--- src/logic/bcm_pkg.sv ---
package bcm_pkg;

  // widths of the watched buses and of the register bus
  localparam int CMP_ADDR_W = 18;
  localparam int CMP_DATA_W = 16;
  localparam int CHAN_N     = 3;
  localparam int AXI_AW     = 6;
  localparam int AXI_DW     = 32;
  localparam int REG_IDX_W  = 4;
  localparam int REG_IDX_LO = 2;

  // register byte offsets
  localparam logic [AXI_AW-1:0] OFS_CTL_A  = 6'h00;
  localparam logic [AXI_AW-1:0] OFS_CTL_B  = 6'h04;
  localparam logic [AXI_AW-1:0] OFS_CTL_C  = 6'h08;
  localparam logic [AXI_AW-1:0] OFS_ADDR_A = 6'h0c;
  localparam logic [AXI_AW-1:0] OFS_ADDR_B = 6'h10;
  localparam logic [AXI_AW-1:0] OFS_ADDR_C = 6'h14;
  localparam logic [AXI_AW-1:0] OFS_DATA   = 6'h18;
  localparam logic [AXI_AW-1:0] OFS_MASK   = 6'h1c;
  localparam logic [AXI_AW-1:0] OFS_RANGE  = 6'h20;
  localparam logic [AXI_AW-1:0] OFS_STATUS = 6'h24;

  // channel control field positions
  localparam int CTL_W   = 8;
  localparam int CTL_EN  = 0;
  localparam int CTL_TAG = 1;
  localparam int CTL_BRK = 2;
  localparam int CTL_RWE = 3;
  localparam int CTL_RW  = 4;
  localparam int CTL_SZE = 5;
  localparam int CTL_SZ  = 6;
  localparam int CTL_NDB = 7;

  // writable control bits per channel; the third has no size or data fields
  localparam logic [CTL_W-1:0] CTL_MASK_A = 8'hff;
  localparam logic [CTL_W-1:0] CTL_MASK_B = 8'h7f;
  localparam logic [CTL_W-1:0] CTL_MASK_C = 8'h1f;

  // range control field positions
  localparam int RNG_W   = 2;
  localparam int RNG_EN  = 0;
  localparam int RNG_OUT = 1;

  // status layout: last winning match, then match count
  localparam int STAT_CNT_LO = 16;
  localparam int CNT_W       = 16;

  // reset values
  localparam logic [CTL_W-1:0]      CTL_RST  = 8'h00;
  localparam logic [CMP_ADDR_W-1:0] ADDR_RST = 18'h00000;
  localparam logic [CMP_DATA_W-1:0] DATA_RST = 16'h0000;
  localparam logic [RNG_W-1:0]      RNG_RST  = 2'h0;

  // axi responses
  localparam logic [1:0] RESP_OKAY   = 2'b00;
  localparam logic [1:0] RESP_SLVERR = 2'b10;

endpackage : bcm_pkg

--- src/logic/bcm_top.sv ---
// Notes on behaviour
// three address channels, first also compares data
// no matches in or from background debug
// direction enable, select 0 write, 1 read
// size on first two: 0 word, 1 byte
// tag mode: match at execution, qualifiers ignored
// forced mode: match on the address bus cycle
// software loads n-1 for odd opcode n
// each match judged only in its own cycle
// match outputs map to channels, range shares
// exact address equality in single mode
// third channel: address and direction only
// lower address byte meets high stored byte
// equality polarity: masked bits all equal
// difference polarity: some masked bit differs
// range uses first channel qualifiers, tag, break
// software sets or clears both compare enables
// tagged ranges resolve to word granularity
// inside range needs both bounds same cycle
// outside range needs either bound alone
// software picks full-space limit for outside
// final-state channel first, then lower number
// one-cycle pulse per matching cycle or hit
//
// Implementation choices: the AXI4-Lite slave port and the register offsets.
module bcm_top
  import bcm_pkg::*;
#(
  parameter int AW = CMP_ADDR_W,
  parameter int DW = CMP_DATA_W
) (
  // clock and reset
  input  wire logic              clk_i,
  input  wire logic              rst_n_i,
  // axi4-lite write address and data
  input  wire logic              s_axi_awvalid_i,
  output logic                   s_axi_awready_o,
  input  wire logic [AXI_AW-1:0] s_axi_awaddr_i,
  input  wire logic              s_axi_wvalid_i,
  output logic                   s_axi_wready_o,
  input  wire logic [AXI_DW-1:0] s_axi_wdata_i,
  input  wire logic [3:0]        s_axi_wstrb_i,
  // axi4-lite write response
  output logic                   s_axi_bvalid_o,
  input  wire logic              s_axi_bready_i,
  output logic [1:0]             s_axi_bresp_o,
  // axi4-lite read
  input  wire logic              s_axi_arvalid_i,
  output logic                   s_axi_arready_o,
  input  wire logic [AXI_AW-1:0] s_axi_araddr_i,
  output logic                   s_axi_rvalid_o,
  input  wire logic              s_axi_rready_i,
  output logic [AXI_DW-1:0]      s_axi_rdata_o,
  output logic [1:0]             s_axi_rresp_o,
  // observed processor bus
  input  wire logic              bus_valid_i,
  input  wire logic [AW-1:0]     bus_addr_i,
  input  wire logic [DW-1:0]     bus_data_i,
  input  wire logic              bus_rw_i,
  input  wire logic              bus_word_i,
  input  wire logic              bus_fetch_i,
  // background debug state
  input  wire logic              background_debug_mode_i,
  input  wire logic              background_debug_access_i,
  // opcode tagging with the core
  output logic [CHAN_N-1:0]      tag_attach_o,
  input  wire logic [CHAN_N-1:0] tag_hit_i,
  // sequencer side
  input  wire logic [CHAN_N-1:0] final_state_chan_i,
  output logic [CHAN_N-1:0]      match_o,
  output logic [CHAN_N-1:0]      breakpoint_o
);

  // configuration and status registers
  logic [CTL_W-1:0]  ctl_reg [CHAN_N];
  logic [AW-1:0]     addr_reg [CHAN_N];
  logic [DW-1:0]     data_reg;
  logic [DW-1:0]     mask_reg;
  logic [RNG_W-1:0]  range_reg;
  logic [CHAN_N-1:0] last_reg;
  logic [CNT_W-1:0]  count_reg;

  // bus slave state
  logic              aw_held_reg;
  logic [AXI_AW-1:0] awaddr_reg;
  logic              w_held_reg;
  logic [AXI_DW-1:0] wdata_reg;
  logic [3:0]        wstrb_reg;
  logic              bvalid_reg;
  logic [1:0]        bresp_reg;
  logic              rvalid_reg;
  logic [AXI_DW-1:0] rdata_reg;
  logic [1:0]        rresp_reg;

  // comparison results and per-channel control bits
  logic              bus_ok;
  logic              range_on;
  logic              word_gran;
  logic [CHAN_N-1:0] eq;
  logic [CHAN_N-1:0] ge;
  logic [CHAN_N-1:0] le;
  logic [CHAN_N-1:0] dir_ok;
  logic [CHAN_N-1:0] size_ok;
  logic              data_ok;
  logic              range_cond;
  logic [CHAN_N-1:0] forced_hit;
  logic [CHAN_N-1:0] attach;
  logic [CHAN_N-1:0] tagged_hit;
  logic [CHAN_N-1:0] raw_match;
  logic [CHAN_N-1:0] winner;
  logic [CHAN_N-1:0] ctl_en;
  logic [CHAN_N-1:0] ctl_tag;
  logic [CHAN_N-1:0] ctl_brk;

  logic              do_write;
  logic [AXI_DW-1:0] rd_word;
  logic              rd_hit;
  logic              wr_hit;

  // merge a write into an old word under byte strobes
  function automatic logic [AXI_DW-1:0] strb_merge(input logic [AXI_DW-1:0] old_w,
                                                   input logic [AXI_DW-1:0] new_w,
                                                   input logic [3:0]        strb);
    logic [AXI_DW-1:0] res;
    res = old_w;
    for (int b = 0; b < 4; b++) begin
      if (strb[b]) begin
        res[b*8 +: 8] = new_w[b*8 +: 8];
      end
    end
    return res;
  endfunction : strb_merge

  // lowest set bit as one-hot
  function automatic logic [CHAN_N-1:0] lowest_one(input logic [CHAN_N-1:0] v);
    logic [CHAN_N-1:0] res;
    res = '0;
    for (int i = CHAN_N - 1; i >= 0; i--) begin
      if (v[i]) begin
        res    = '0;
        res[i] = 1'b1;
      end
    end
    return res;
  endfunction : lowest_one

  // per-channel control bits in vector form
  always_comb begin
    for (int i = 0; i < CHAN_N; i++) begin
      ctl_en[i]  = ctl_reg[i][CTL_EN];
      ctl_tag[i] = ctl_reg[i][CTL_TAG];
      ctl_brk[i] = ctl_reg[i][CTL_BRK];
    end
  end

  // ---------------- register bus ----------------

  // address and data accepted independently, one write in flight
  assign s_axi_awready_o = !aw_held_reg && !bvalid_reg;
  assign s_axi_wready_o  = !w_held_reg && !bvalid_reg;
  assign do_write        = aw_held_reg && w_held_reg && !bvalid_reg;
  assign s_axi_bvalid_o  = bvalid_reg;
  assign s_axi_bresp_o   = bresp_reg;

  // holding registers for the write halves
  always_ff @(posedge clk_i or negedge rst_n_i) begin
    if (!rst_n_i) begin
      aw_held_reg <= 1'b0;
      awaddr_reg  <= '0;
      w_held_reg  <= 1'b0;
      wdata_reg   <= '0;
      wstrb_reg   <= '0;
    end else begin
      if (s_axi_awvalid_i && s_axi_awready_o) begin
        aw_held_reg <= 1'b1;
        awaddr_reg  <= s_axi_awaddr_i;
      end else if (do_write) begin
        aw_held_reg <= 1'b0;
      end
      if (s_axi_wvalid_i && s_axi_wready_o) begin
        w_held_reg <= 1'b1;
        wdata_reg  <= s_axi_wdata_i;
        wstrb_reg  <= s_axi_wstrb_i;
      end else if (do_write) begin
        w_held_reg <= 1'b0;
      end
    end
  end

  // decode of the held write address; status is read-only but answers okay
  always_comb begin
    case (awaddr_reg & 6'h3c)
      OFS_CTL_A, OFS_CTL_B, OFS_CTL_C, OFS_ADDR_A, OFS_ADDR_B, OFS_ADDR_C,
      OFS_DATA, OFS_MASK, OFS_RANGE, OFS_STATUS: wr_hit = 1'b1;
      default:                                   wr_hit = 1'b0;
    endcase
  end

  // write response, held until taken
  always_ff @(posedge clk_i or negedge rst_n_i) begin
    if (!rst_n_i) begin
      bvalid_reg <= 1'b0;
      bresp_reg  <= RESP_OKAY;
    end else if (do_write) begin
      bvalid_reg <= 1'b1;
      bresp_reg  <= wr_hit ? RESP_OKAY : RESP_SLVERR;
    end else if (s_axi_bready_i) begin
      bvalid_reg <= 1'b0;
    end
  end

  // configuration stores; unused control bits stay zero per channel
  always_ff @(posedge clk_i or negedge rst_n_i) begin
    if (!rst_n_i) begin
      for (int i = 0; i < CHAN_N; i++) begin
        ctl_reg[i]  <= CTL_RST;
        addr_reg[i] <= ADDR_RST;
      end
      data_reg  <= DATA_RST;
      mask_reg  <= DATA_RST;
      range_reg <= RNG_RST;
    end else if (do_write) begin
      case (awaddr_reg & 6'h3c)
        OFS_CTL_A:  ctl_reg[0]  <= CTL_W'(strb_merge(AXI_DW'(ctl_reg[0]), wdata_reg, wstrb_reg))
                                    & CTL_MASK_A;
        OFS_CTL_B:  ctl_reg[1]  <= CTL_W'(strb_merge(AXI_DW'(ctl_reg[1]), wdata_reg, wstrb_reg))
                                    & CTL_MASK_B;
        OFS_CTL_C:  ctl_reg[2]  <= CTL_W'(strb_merge(AXI_DW'(ctl_reg[2]), wdata_reg, wstrb_reg))
                                    & CTL_MASK_C;
        OFS_ADDR_A: addr_reg[0] <= AW'(strb_merge(AXI_DW'(addr_reg[0]), wdata_reg, wstrb_reg));
        OFS_ADDR_B: addr_reg[1] <= AW'(strb_merge(AXI_DW'(addr_reg[1]), wdata_reg, wstrb_reg));
        OFS_ADDR_C: addr_reg[2] <= AW'(strb_merge(AXI_DW'(addr_reg[2]), wdata_reg, wstrb_reg));
        OFS_DATA:   data_reg    <= DW'(strb_merge(AXI_DW'(data_reg), wdata_reg, wstrb_reg));
        OFS_MASK:   mask_reg    <= DW'(strb_merge(AXI_DW'(mask_reg), wdata_reg, wstrb_reg));
        OFS_RANGE:  range_reg   <= RNG_W'(strb_merge(AXI_DW'(range_reg), wdata_reg, wstrb_reg));
        default:    range_reg   <= range_reg;
      endcase
    end
  end

  // read mux; narrow fields sit low, upper bits read zero
  always_comb begin
    rd_word = '0;
    rd_hit  = 1'b1;
    case (s_axi_araddr_i & 6'h3c)
      OFS_CTL_A:  rd_word = AXI_DW'(ctl_reg[0]);
      OFS_CTL_B:  rd_word = AXI_DW'(ctl_reg[1]);
      OFS_CTL_C:  rd_word = AXI_DW'(ctl_reg[2]);
      OFS_ADDR_A: rd_word = AXI_DW'(addr_reg[0]);
      OFS_ADDR_B: rd_word = AXI_DW'(addr_reg[1]);
      OFS_ADDR_C: rd_word = AXI_DW'(addr_reg[2]);
      OFS_DATA:   rd_word = AXI_DW'(data_reg);
      OFS_MASK:   rd_word = AXI_DW'(mask_reg);
      OFS_RANGE:  rd_word = AXI_DW'(range_reg);
      OFS_STATUS: rd_word = {count_reg, {(STAT_CNT_LO-CHAN_N){1'b0}}, last_reg};
      default:    rd_hit  = 1'b0;
    endcase
  end

  // read channel, one read in flight
  assign s_axi_arready_o = !rvalid_reg;
  assign s_axi_rvalid_o  = rvalid_reg;
  assign s_axi_rdata_o   = rdata_reg;
  assign s_axi_rresp_o   = rresp_reg;

  always_ff @(posedge clk_i or negedge rst_n_i) begin
    if (!rst_n_i) begin
      rvalid_reg <= 1'b0;
      rdata_reg  <= '0;
      rresp_reg  <= RESP_OKAY;
    end else if (s_axi_arvalid_i && !rvalid_reg) begin
      rvalid_reg <= 1'b1;
      rdata_reg  <= rd_word;
      rresp_reg  <= rd_hit ? RESP_OKAY : RESP_SLVERR;
    end else if (s_axi_rready_i) begin
      rvalid_reg <= 1'b0;
    end
  end

  // ---------------- comparators ----------------

  // no debug-mode cycle and no debug-logic access is watched
  assign bus_ok = bus_valid_i && !background_debug_mode_i && !background_debug_access_i;

  // range needs both compare enables; software sets or clears them together
  assign range_on  = range_reg[RNG_EN] && ctl_en[0] && ctl_en[1];
  // tagged ranges only resolve to words
  assign word_gran = range_on && ctl_tag[0];

  // three address channels, only the first has data
  for (genvar g = 0; g < CHAN_N; g++) begin : g_chan
    bcm_addr_cmp #(
      .AW       (AW),
      .HAS_SIZE (g < 2)
    ) u_cmp (
      .bus_addr_i  (bus_addr_i),
      .bus_rw_i    (bus_rw_i),
      .bus_word_i  (bus_word_i),
      .cmp_addr_i  (addr_reg[g]),
      .rwe_i       (ctl_reg[g][CTL_RWE]),
      .rw_i        (ctl_reg[g][CTL_RW]),
      .sze_i       (ctl_reg[g][CTL_SZE]),
      .sz_i        (ctl_reg[g][CTL_SZ]),
      .word_gran_i (word_gran && (g < 2)),
      .eq_o        (eq[g]),
      .ge_o        (ge[g]),
      .le_o        (le[g]),
      .dir_ok_o    (dir_ok[g]),
      .size_ok_o   (size_ok[g])
    );
  end

  bcm_data_cmp #(
    .DW (DW)
  ) u_data (
    .bus_data_i (bus_data_i),
    .cmp_data_i (data_reg),
    .cmp_mask_i (mask_reg),
    .ndb_i      (ctl_reg[0][CTL_NDB]),
    .data_ok_o  (data_ok)
  );

  // bus address is the aligned one, so straddling words judge by it
  assign range_cond = range_reg[RNG_OUT] ? (!ge[0] || !le[1]) // either bound alone
                                         : (ge[0] && le[1]);  // both in one cycle

  // forced matches fire on the bus cycle itself, fetches included
  always_comb begin
    forced_hit = '0;
    if (range_on) begin
      // pair follows the first channel; size and second-channel bits ignored
      forced_hit[0] = !ctl_tag[0] && range_cond && dir_ok[0] && data_ok;
    end else begin
      forced_hit[0] = ctl_en[0] && !ctl_tag[0] && eq[0] && dir_ok[0] && size_ok[0] && data_ok;
      forced_hit[1] = ctl_en[1] && !ctl_tag[1] && eq[1] && dir_ok[1] && size_ok[1];
    end
    // third channel: address and direction only
    forced_hit[2] = ctl_en[2] && !ctl_tag[2] && eq[2] && dir_ok[2];
  end

  // tags attach on fetch at the exact address, or on the range condition when range is on, qualifiers ignored
  always_comb begin
    attach = '0;
    if (bus_ok && bus_fetch_i) begin
      if (range_on) begin
        attach[0] = ctl_tag[0] && range_cond;
      end else begin
        attach[0] = ctl_en[0] && ctl_tag[0] && eq[0];
        attach[1] = ctl_en[1] && ctl_tag[1] && eq[1];
      end
      attach[2] = ctl_en[2] && ctl_tag[2] && eq[2];
    end
  end

  // tag hits count only at execution and outside debug mode
  always_comb begin
    tagged_hit = '0;
    if (!background_debug_mode_i) begin
      if (range_on) begin
        tagged_hit[0] = tag_hit_i[0] && ctl_tag[0];
      end else begin
        tagged_hit[0] = tag_hit_i[0] && ctl_en[0] && ctl_tag[0];
        tagged_hit[1] = tag_hit_i[1] && ctl_en[1] && ctl_tag[1];
      end
      tagged_hit[2] = tag_hit_i[2] && ctl_en[2] && ctl_tag[2];
    end
  end

  // no memory of earlier matches: each cycle stands alone
  assign raw_match = ({CHAN_N{bus_ok}} & forced_hit) | tagged_hit;

  // final-state channel wins, then lowest number; rest dropped
  assign winner = (|(raw_match & final_state_chan_i)) ? lowest_one(raw_match & final_state_chan_i)
                                                      : lowest_one(raw_match);

  // registered one-cycle pulses; range shares output zero
  always_ff @(posedge clk_i or negedge rst_n_i) begin
    if (!rst_n_i) begin
      match_o      <= '0;
      breakpoint_o <= '0;
      tag_attach_o <= '0;
    end else begin
      match_o      <= winner;
      breakpoint_o <= winner & ctl_brk;
      tag_attach_o <= attach;
    end
  end

  // status: last winner and a wrapping count of matches
  always_ff @(posedge clk_i or negedge rst_n_i) begin
    if (!rst_n_i) begin
      last_reg  <= '0;
      count_reg <= '0;
    end else if (|winner) begin
      last_reg  <= winner;
      count_reg <= count_reg + CNT_W'(1);
    end
  end

endmodule : bcm_top

--- src/logic/bcm_addr_cmp.sv ---
// address and access-type comparison for one channel
module bcm_addr_cmp
  import bcm_pkg::*;
#(
  parameter int  AW       = CMP_ADDR_W,
  parameter bit  HAS_SIZE = 1'b1
) (
  // observed access
  input  wire logic [AW-1:0] bus_addr_i,
  input  wire logic          bus_rw_i,
  input  wire logic          bus_word_i,
  // channel settings
  input  wire logic [AW-1:0] cmp_addr_i,
  input  wire logic          rwe_i,
  input  wire logic          rw_i,
  input  wire logic          sze_i,
  input  wire logic          sz_i,
  input  wire logic          word_gran_i,
  // results
  output logic               eq_o,
  output logic               ge_o,
  output logic               le_o,
  output logic               dir_ok_o,
  output logic               size_ok_o
);

  logic [AW-1:0] gran_mask;
  logic [AW-1:0] a_bus;
  logic [AW-1:0] a_cmp;

  // tagged ranges resolve only to words, so bit 0 drops out
  assign gran_mask = word_gran_i ? {{(AW-1){1'b1}}, 1'b0} : {AW{1'b1}};
  assign a_bus     = bus_addr_i & gran_mask;
  assign a_cmp     = cmp_addr_i & gran_mask;

  // exact address only: a word at n-1 never hits n
  assign eq_o = (a_bus == a_cmp);
  assign ge_o = (a_bus >= a_cmp);
  assign le_o = (a_bus <= a_cmp);

  // direction: 0 selects writes, 1 selects reads
  assign dir_ok_o = !rwe_i || (rw_i == bus_rw_i);

  // size: 0 selects word, 1 selects byte
  assign size_ok_o = !HAS_SIZE || !sze_i || (sz_i == !bus_word_i);

endmodule : bcm_addr_cmp

--- src/logic/bcm_data_cmp.sv ---
// masked data comparison for the first channel
module bcm_data_cmp
  import bcm_pkg::*;
#(
  parameter int DW = CMP_DATA_W
) (
  input  wire logic [DW-1:0] bus_data_i,
  input  wire logic [DW-1:0] cmp_data_i,
  input  wire logic [DW-1:0] cmp_mask_i,
  input  wire logic          ndb_i,
  output logic               data_ok_o
);

  logic [DW-1:0] diff_bits;

  // high byte lane carries the lower address, so it meets the high stored byte
  assign diff_bits = (bus_data_i ^ cmp_data_i) & cmp_mask_i;

  // equality passes on a zero mask, difference never does
  assign data_ok_o = ndb_i ? (|diff_bits) : (diff_bits == '0);

endmodule : bcm_data_cmp

--- config.mk ---
export PLATFORM = sky130hd
export DESIGN_NAME = bcm_top
export DESIGN_NICKNAME = d
export VERILOG_FILES = /design/src/logic/bcm_pkg.sv /design/src/logic/bcm_top.sv /design/src/logic/bcm_addr_cmp.sv /design/src/logic/bcm_data_cmp.sv
export SDC_FILE = /design/constraint.sdc
export NUM_CORES = 1
export LEC_CHECK = 0
export BUFFER_PORTS_ARGS = -buffer_cell sky130_fd_sc_hd__buf_2
export CAP_MARGIN = 20
export CORE_UTILIZATION = 35
export DETAILED_ROUTE_END_ITERATION = 12
export PLACE_DENSITY = 0.57
export SLEW_MARGIN = 10
export SYNTH_ARGS = -nofsm -noshare
export SYNTH_HDL_FRONTEND = slang
export SYNTH_SLANG_ARGS = --single-unit
--- constraint.sdc ---
create_clock -name clk_i -period 10.1 [get_ports clk_i]
set_clock_uncertainty 0.05 [all_clocks]
set_input_delay 2.525 -clock clk_i [delete_from_list [all_inputs] [get_ports clk_i]]
set_output_delay 2.525 -clock clk_i [all_outputs]
set_load 0.02 [all_outputs]
==> results.md, run 1 <==
* Worst vdd rail ir drop at between 100 and 150 uV
* Kind of end point of the critical path: flop
* Post-DRT Antenna Nets at 0
* # DRC at 0
* DPL Wire Length at ~22,000 um
* Boundary Pins at around 150
* Crit path top cell by count: sky130_fd_sc_hd__nor4_1
* TritonCTS clock tree: done
* CP Max Fanout at 18
* Area share of the leading cell type in the synthesized netlist at between 40% and 50%
* Total instance count after detailed placement at between 1,000 and 1,500
* Net count, final at roughly 1,100
* Most area-consuming cells after synthesis: sky130_fd_sc_hd__dfrtp_1 49%, sky130_fd_sc_hd__mux2_2 16%, sky130_fd_sc_hd__ha_1 4.6%
* Post-Syn Instances at just under 900
* Most frequent cells in the layout: 199 x sky130_fd_sc_hd__dfrtp_1, 140 x sky130_fd_sc_hd__mux2_2, 128 x sky130_fd_sc_hd__buf_2, 74 x sky130_fd_sc_hd__nand2_1, 47 x sky130_fd_sc_hd__xor2_1
* Clk pin slew, worst setup/hold paths at 0.08 ns
* Proportion of synthesized flip-flops having asynchronous set or reset at 100.0%
* Core Footprint at about 0.028 sq mm
* Area used by multi-input combinational logic at around 0.005 sq mm
* GRT Util Overall at 20.30%
* Worst hold-check path type: reg -> reg
* Post-route cell area at around 0.012 sq mm
* Headroom to the max-slew limit at between 30 and 40%
* Slew Viols, Final at 0
* Most common cell after layout, fill and taps aside: sky130_fd_sc_hd__dfrtp_1
* DRT Pass-1 Iters at 6
* Total negative slack for setup checks at 0 ns
* Synthesized cell area at around 0.010 sq mm
* First-pass GRT wire length at between 40,000 and 50,000 um
* Design Power at between 2 and 3 mW
* Instance area after placement at ~0.011 sq mm
* X dimension of the die at roughly 170 um
* Area leader, netlist: sky130_fd_sc_hd__dfrtp_1
* Routed length per placed instance at approximately 21 um
* Setup repair after global routing missed its margin: false
* Skew-Pair Late Insertion Delay at between 0.4 and 0.5 ns
* Number of antenna violations at the first check in global routing at 0
* Pwr/cell area at between 200 and 250 mW/mm^2
* Die Ht at 172.1 um
* Post-DR vias/cell at 5.280
* Sequential area share after synthesis at roughly half
* Final Non-Filler Cells at 1,396
* Post-Route WL at 28,730 um
* Fill count at 2,826
* Slowest Stage Delay on Critical Path at 0.77 ns
* Post-synthesis sequential element count at roughly 200
* Shortest clock period the worst path allows after layout at about 5.6 ns
* Fmax at ~0.18 GHz
* Required time at the worst-slack endpoint at approximately 10 ns
* Cell with the largest stage delay on the worst path: sky130_fd_sc_hd__a211oi_4
* Run status: completed
* Series of cell instances along the critical path: buf_2 -> ha_1 -> nand4_1 -> nor4_1 -> nand2_1 -> o31ai_1 -> a21oi_1 -> nand4b_4 -> a211oi_4 -> nor4_1 -> xor2_1
* P_leak at about 5.7 nW
* Root cell of the clock tree: sky130_fd_sc_hd__clkbuf_16
* DRT iter0 DRCs at 540
* Final core utilization at between 40% and 50%
* Number of flops mapped to enable cells by yosys at 0
* Slew of the pin with the lowest slew margin at between 1 and 1.5 ns
* Worst setup slack after placement at about 4 ns
* Via count of the first global-routing pass at 7,405
* Maximum number of pins on one net before global-route repair at between 70 and 80
* Congestion Overflow GR at 0
* Register area at 0.004980 sq mm
* Final Hold Vio Count at 0
* Port buffer count at roughly 130
* Vias at between 7,000 and 8,000
* Mean post-synth cell area at between 10 and 15 sq um
* Setup slack of the critical path after layout at ~4.5 ns
* Post-CTS resize count at 0
* Hold bufs inserted after CTS at 0
* Final worst path period share at between 50% and 60%
* Synthesis warning total at 0
* Site row count at 61
* Top FF cell, synth: sky130_fd_sc_hd__dfrtp_1
* Initial core utilization at between 30 and 40%
* Kind of cell adding the most delay to the critical path: simple AND/OR/NAND/NOR gates
* Arrival @ worst endpoint at about 5.9 ns
* Cts bufs inserted at 17
* Fraction of layout cells with a size suffix above 1 at 31.63%
* Count of clock tree sinks at about 200
* Count of distinct cell types in the synthesized netlist at a little under 70
* Crit Path Class: in -> reg
* Hold WS at about 0.43 ns
* Area delta synth->final at 16.72%
* Worst Setup Start Kind: input pin
* CTS HTree Levels at 4
* Routability-driven placement congestion ratio at about 0.88
* Clock buffer depth at 2
* Final-report setup violation count at 0
* Maximum capacitance violations at 0
* DIE AREA at between 0.02 and 0.03 sq mm
* N_diodes at 0
* Buffers plus inverters on the worst setup path at 1
* Number of buffers added for setup after CTS at 0
* Flip-flop count of the largest register, all copies and words added at 54
-- cells by family (layout without fill, tap and decap cells) --
kind of cell | Yosys count | in the layout | share of synthesized area [%]
AND/OR/NAND/NOR | 205 | 205 | 10.52
flip-flops | 199 | 199 | 49.20
multiplexers | 158 | 158 | 17.53
AO/OA/AOI/OAI | 153 | 153 | 10.52
buffers and inverters | 71 | 208 | 2.781
XOR/XNOR | 56 | 56 | 4.845
adder cells (fa/ha/maj) | 37 | 37 | 4.574
other | 1 | 2 | 0.03705
-- worst reg2reg max path, cell delays in order, from the launching register on --
cell and delay (ns):
sky130_fd_sc_hd__dfrtp_1 0.43, sky130_fd_sc_hd__and3_1 0.31, sky130_fd_sc_hd__nand2_1 0.11, sky130_fd_sc_hd__and2_1 0.17, sky130_fd_sc_hd__ha_1 0.29, sky130_fd_sc_hd__nand2b_4 0.14
sky130_fd_sc_hd__a21o_1 0.24, sky130_fd_sc_hd__a221o_1 0.34, sky130_fd_sc_hd__a211o_1 0.37, sky130_fd_sc_hd__nand4b_2 0.16, sky130_fd_sc_hd__nand4b_4 0.17, sky130_fd_sc_hd__a211oi_4 0.77
sky130_fd_sc_hd__nor4_1 0.17, sky130_fd_sc_hd__xor2_1 0.18
-- cell usage after synthesis, types with 3 or more instances --
master	instances
sky130_fd_sc_hd__dfrtp_1	199
sky130_fd_sc_hd__mux2_2	140
sky130_fd_sc_hd__nand2_1	74
sky130_fd_sc_hd__xor2_1	47
sky130_fd_sc_hd__o21ai_0	41
sky130_fd_sc_hd__inv_1	38
sky130_fd_sc_hd__ha_1	37
sky130_fd_sc_hd__nor2_1	25
sky130_fd_sc_hd__a21oi_1	22
sky130_fd_sc_hd__a22o_1	22
sky130_fd_sc_hd__clkbuf_1	21
sky130_fd_sc_hd__nand3_1	18
sky130_fd_sc_hd__a22oi_1	17
sky130_fd_sc_hd__mux2i_1	16
sky130_fd_sc_hd__nor4_1	15
sky130_fd_sc_hd__nand4_1	13
sky130_fd_sc_hd__nor3_1	13
sky130_fd_sc_hd__and2_1	9
sky130_fd_sc_hd__xnor2_1	9
sky130_fd_sc_hd__a222oi_1	8
sky130_fd_sc_hd__buf_1	8
sky130_fd_sc_hd__nor2b_1	8
sky130_fd_sc_hd__a21o_1	7
sky130_fd_sc_hd__a31oi_1	7
sky130_fd_sc_hd__nor3b_1	7
sky130_fd_sc_hd__and3_1	5
sky130_fd_sc_hd__nand2b_1	3
sky130_fd_sc_hd__o22ai_1	3
-- metal layers --
| layer | up-vias | GRT usage [%] | wire length, um |
|---|---|---|---|
| met2 | 185 | 32.96 | 13530 |
| li1 | 3456 | - | - |
| met4 | 0 | 4.848 | 492 |
| met3 | 27 | 3.227 | 1379 |
| met1 | 3703 | 28.21 | 13330 |
| met5 | - | 0 | 0 |
-- report_power, final --
| part | switching, mW | internal, mW |
|---|---|---|
| Clock | 0.344 | 0.377 |
| Combinational | 0.342 | 0.334 |
| Sequential | 0.239 | 0.994 |
-- worst paths after layout --
check	depth (start not counted)	end	startpoint	slack (ns)
setup reg to reg	13	count_reg[9]$_DFFE_PN0P_	ctl_en[1]$_DFFE_PN0P_	6.06
hold / removal	2	s_axi_rdata_o[0]$_DFFE_PN0P_	s_axi_rdata_o[0]$_DFFE_PN0P_	0.43
setup / recovery	11	count_reg[9]$_DFFE_PN0P_	bus_addr_i[13]	4.49
hold reg to reg	2	s_axi_rdata_o[0]$_DFFE_PN0P_	s_axi_rdata_o[0]$_DFFE_PN0P_	0.43
min in group asynchronous	1	ctl_reg[17]$_DFFE_PN0P_	rst_n_i	2.02
max in group asynchronous	2	s_axi_rdata_o[7]$_DFFE_PN0P_	rst_n_i	6.78
-- cell type report --
class | count | share of cell area, %
Sequential cell | 199 | 42.15
Multi-Input combinational cell | 611 | 41.22
Timing Repair Buffer | 137 | 6.216
Tap cell | 378 | 4.003
Clock buffer | 17 | 3.601
Clock inverter | 15 | 1.578
Inverter | 39 | 1.239
Power figures use the tool's default switching activity.
==> run 2, diff against run 1 <==
--- a/config.mk
+++ b/config.mk
@@ -5,6 +5,7 @@
 export SDC_FILE = /design/constraint.sdc
 export NUM_CORES = 1
 export LEC_CHECK = 0
+export ABC_AREA = 1
 export BUFFER_PORTS_ARGS = -buffer_cell sky130_fd_sc_hd__buf_2
 export CAP_MARGIN = 20
 export CORE_UTILIZATION = 35
==> constraint.sdc (replaced) <==
create_clock -name clk_i -period 5.55 [get_ports clk_i]
set_clock_uncertainty 0.05 [all_clocks]
set_input_delay 1.3875 -clock clk_i [delete_from_list [all_inputs] [get_ports clk_i]]
set_output_delay 1.3875 -clock clk_i [all_outputs]
set_load 0.02 [all_outputs]
==> results.md, run 2 <==
* Post-synthesis sequential element count at between 150 and 200
* Routability-driven placement congestion ratio at between 0.9 and 1
* Setup repair after global routing missed its margin: false
* Count of clock tree sinks at 199
* Port buffer count at between 100 and 150
* Vias at about 8,800
* DPL Wire Length at between 20,000 and 25,000 um
* DIE AREA at approximately 0.03 sq mm
* Launch point of the worst reg-to-reg path: ctl_en[0]$_DFFE_PN0P_
* Start point of the worst min-delay path: s_axi_rdata_o[14]$_DFFE_PN0P_
* Kind of end point of the critical path: flop
* Post-Route WL at slightly below 30,000 um
* Root cell of the clock tree: sky130_fd_sc_hd__clkbuf_16
* Switching part of the total at a little under two fifths
* Design Power at around 5.0 mW
* Cell with the largest stage delay on the worst path: sky130_fd_sc_hd__nor2_4
* Proportion of synthesized flip-flops having asynchronous set or reset at between 90% and 100%
* Headroom to the max-slew limit at between 30% and 40%
* Total instance count after detailed placement at between 1,500 and 2,000
* Pwr/cell area at ~420 mW/mm^2
* Hold bufs inserted after CTS at 0
* Arrival @ worst endpoint at approximately 4 ns
* Final-report setup violation count at 0
* CP Max Fanout at 20
* Fmax at 0.2670 GHz
* Congestion Overflow GR at 0
* Skew-Pair Late Insertion Delay at around 0.44 ns
* Portion of total power attributed to sequential cells at 43.9%
* Run status: completed
* Synthesized cell area at about 0.010 sq mm
* Most frequent cells in the layout: 362 x sky130_fd_sc_hd__nand2_1, 199 x sky130_fd_sc_hd__dfrtp_1, 162 x sky130_fd_sc_hd__o21ai_0, 156 x sky130_fd_sc_hd__inv_1, 128 x sky130_fd_sc_hd__buf_2
* Sequential area share after synthesis at between 40% and 50%
* Instance area after placement at between 0.01 and 0.015 sq mm
* Clock Power Share at about a quarter
* Most common cell after layout, fill and taps aside: sky130_fd_sc_hd__nand2_1
* Internal power at between 3 and 4 mW
* Psw at approximately 1.9 mW
* Flip-flop count of the largest register, all copies and words added at 54
* Net count, final at between 1,500 and 2,000
* DRT Pass-1 Iters at 6
* Total negative slack for setup checks at 0 ns
* TritonCTS clock tree: done
* Crit Path Class: in -> reg
* Maximum number of pins on one net before global-route repair at about 110
* Area delta synth->final at 15.88%
* Fraction of power consumed by combinational cells at 30.2%
* DRT iter0 DRCs at 627
* Die Ht at 173.6 um
* Worst vdd rail ir drop at 294.2 uV
* Final core utilization at 41.38%
* Area leader, netlist: sky130_fd_sc_hd__dfrtp_1
* Site row count at 62
* Post-CTS resize count at 0
* Count of distinct cell types in the synthesized netlist at 44
* Maximum capacitance violations at 0
* Post-DRT Antenna Nets at 0
* Synthesis warning total at 0
* Top FF cell, synth: sky130_fd_sc_hd__dfrtp_1
* Number of flops mapped to enable cells by yosys at 0
* Final Non-Filler Cells at ~1,800
* Final Hold Vio Count at 0
* Initial core utilization at between 30% and 40%
* Most area-consuming cells after synthesis: sky130_fd_sc_hd__dfrtp_1 48%, sky130_fd_sc_hd__nand2_1 13%, sky130_fd_sc_hd__o21ai_0 7.9%
* Required time at the worst-slack endpoint at 5.83 ns
* Shortest clock period the worst path allows after layout at approximately 3.7 ns
* Clock buffer depth at 2
* First-pass GRT wire length at 45,950 um
* Most used standard cell by instance count after synthesis: sky130_fd_sc_hd__nand2_1
* Minimum setup slack among reg-to-reg paths at roughly 2.1 ns
* Fraction of layout cells with a size suffix above 1 at 14.53%
* Boundary Pins at 151
* # DRC at 0
* X dimension of the die at ~170 um
* Number of antenna violations at the first check in global routing at 2
* GRT Util Overall at 19.89%
* FF-to-FF path depth at 23
* Worst hold-check path type: reg -> reg
* CTS HTree Levels at 4
* Slew Viols, Final at 0
* Clk pin slew, worst setup/hold paths at around 0.070 ns
* Post-DR vias/cell at a little under 5
* Cts bufs inserted at 17
* Final worst path period share at between 60% and 70%
* Worst Setup Start Kind: input pin
* Area share of the leading cell type in the synthesized netlist at about half
* Crit Reg-Reg Endpoint: count_reg[7]$_DFFE_PN0P_
* Slowest Stage Delay on Critical Path at roughly 0.48 ns
* Post-route cell area at 0.01194 sq mm
* Instance count along the most critical hold path at 2
* P_leak at approximately 6 nW
* Crit path top cell by count: sky130_fd_sc_hd__nand2_1
* Ranking of synthesized cells by instance count: 362 x sky130_fd_sc_hd__nand2_1, 199 x sky130_fd_sc_hd__dfrtp_1, 162 x sky130_fd_sc_hd__o21ai_0
* Slew of the pin with the lowest slew margin at 0.9425 ns
* Via count of the first global-routing pass at between 8,000 and 9,000
* Fill count at 2,991
* Series of cell instances along the critical path: buf_2 -> ha_1 -> nand2_1 -> nor2_2 -> nand2_1 -> nor2_4 -> nor2_1 -> nand3_2 -> nand2_1 -> nand2_1 -> nand3_1 -> nand2_1 -> nand2_2 -> nand3_2 -> nand2_2 -> nor2_4 -> nand2_4 -> nand2_1 -> nand2_1
* Mean post-synth cell area at 7.988 sq um
* Number of buffers added for setup after CTS at 0
* End point of the worst hold path: s_axi_rdata_o[14]$_DFFE_PN0P_
* Post-Syn Instances at 1,290
* Core Footprint at around 0.029 sq mm
* Routed length per placed instance at approximately 16 um
[run 2: routing by layer]
layer,up-vias,share of wire [%],track usage [%]
met5,-,0,0
met4,0,2.2,5.994
met3,32,5.8,3.618
met2,266,43,30.14
met1,4102,49,28.82
li1,4399,-,-
[run 2: power groups by stage]
stage | Clock [mW] | Sequential [mW] | Combinational (mW)
3_3_place_gp | 0 | 2.19 | 1.48
5_1_grt | 1.38 | 2.24 | 1.74
2_1_floorplan | 0 | 2.16 | 1.02
3_5_place_dp | 0 | 2.20 | 1.51
6_report | 1.29 | 2.18 | 1.50
4_1_cts | 1.32 | 2.18 | 1.52
[run 2: cell families after synthesis]
group           synth area share, %
simple gates                  24.67
buf+inv                       7.443
xor+xnor                      2.380
flops                         48.32
compound gates                12.54
fa+ha+maj                     4.492
mux                          0.1093
other cells                 0.03639
[run 2: worst max path at each step]
stage	slack, ns	endpoint	startpoint	cells past startpoint
after floorplan	2.31	count_reg[11]$_DFFE_PN0P_	bus_addr_i[17]	18
after global placement	1.35	count_reg[7]$_DFFE_PN0P_	bus_addr_i[5]	19
after detailed placement	1.34	count_reg[1]$_DFFE_PN0P_	bus_addr_i[13]	19
after CTS	1.78	count_reg[1]$_DFFE_PN0P_	bus_addr_i[5]	19
after global routing	1.57	count_reg[8]$_DFFE_PN0P_	bus_addr_i[13]	19
final	1.80	count_reg[7]$_DFFE_PN0P_	bus_addr_i[13]	19
[run 2: layout make-up]
class                      instances  area (sq um)  area share, %
tap                              384         480.5          4.023
timing repair buffer             136         719.4          6.025
sequential                       199          4980          41.70
clock inverter                    14         166.4          1.394
clock buffer                      18         439.2          3.678
antenna                            2         5.005        0.04191
inverter                         157         589.3          4.935
multi-input combinational        901          4562          38.20
[run 2: critical path, delay by kind of cell]
kind	cells	cell delay (ns)
buffers and inverters	1	0.13
adder cells (fa/ha/maj)	1	0.32
AND/OR/NAND/NOR	17	2.16
[run 2: metrics by stage]
stage | hold slack, ns | worst slack (ns)
3_3_place_gp | 0.4067 | 1.351
4_1_cts | 0.4319 | 1.782
5_1_grt | 0.4511 | 1.566
2_1_floorplan | 0.3878 | 2.315
3_5_place_dp | 0.4113 | 1.336
6_report | 0.4284 | 1.805
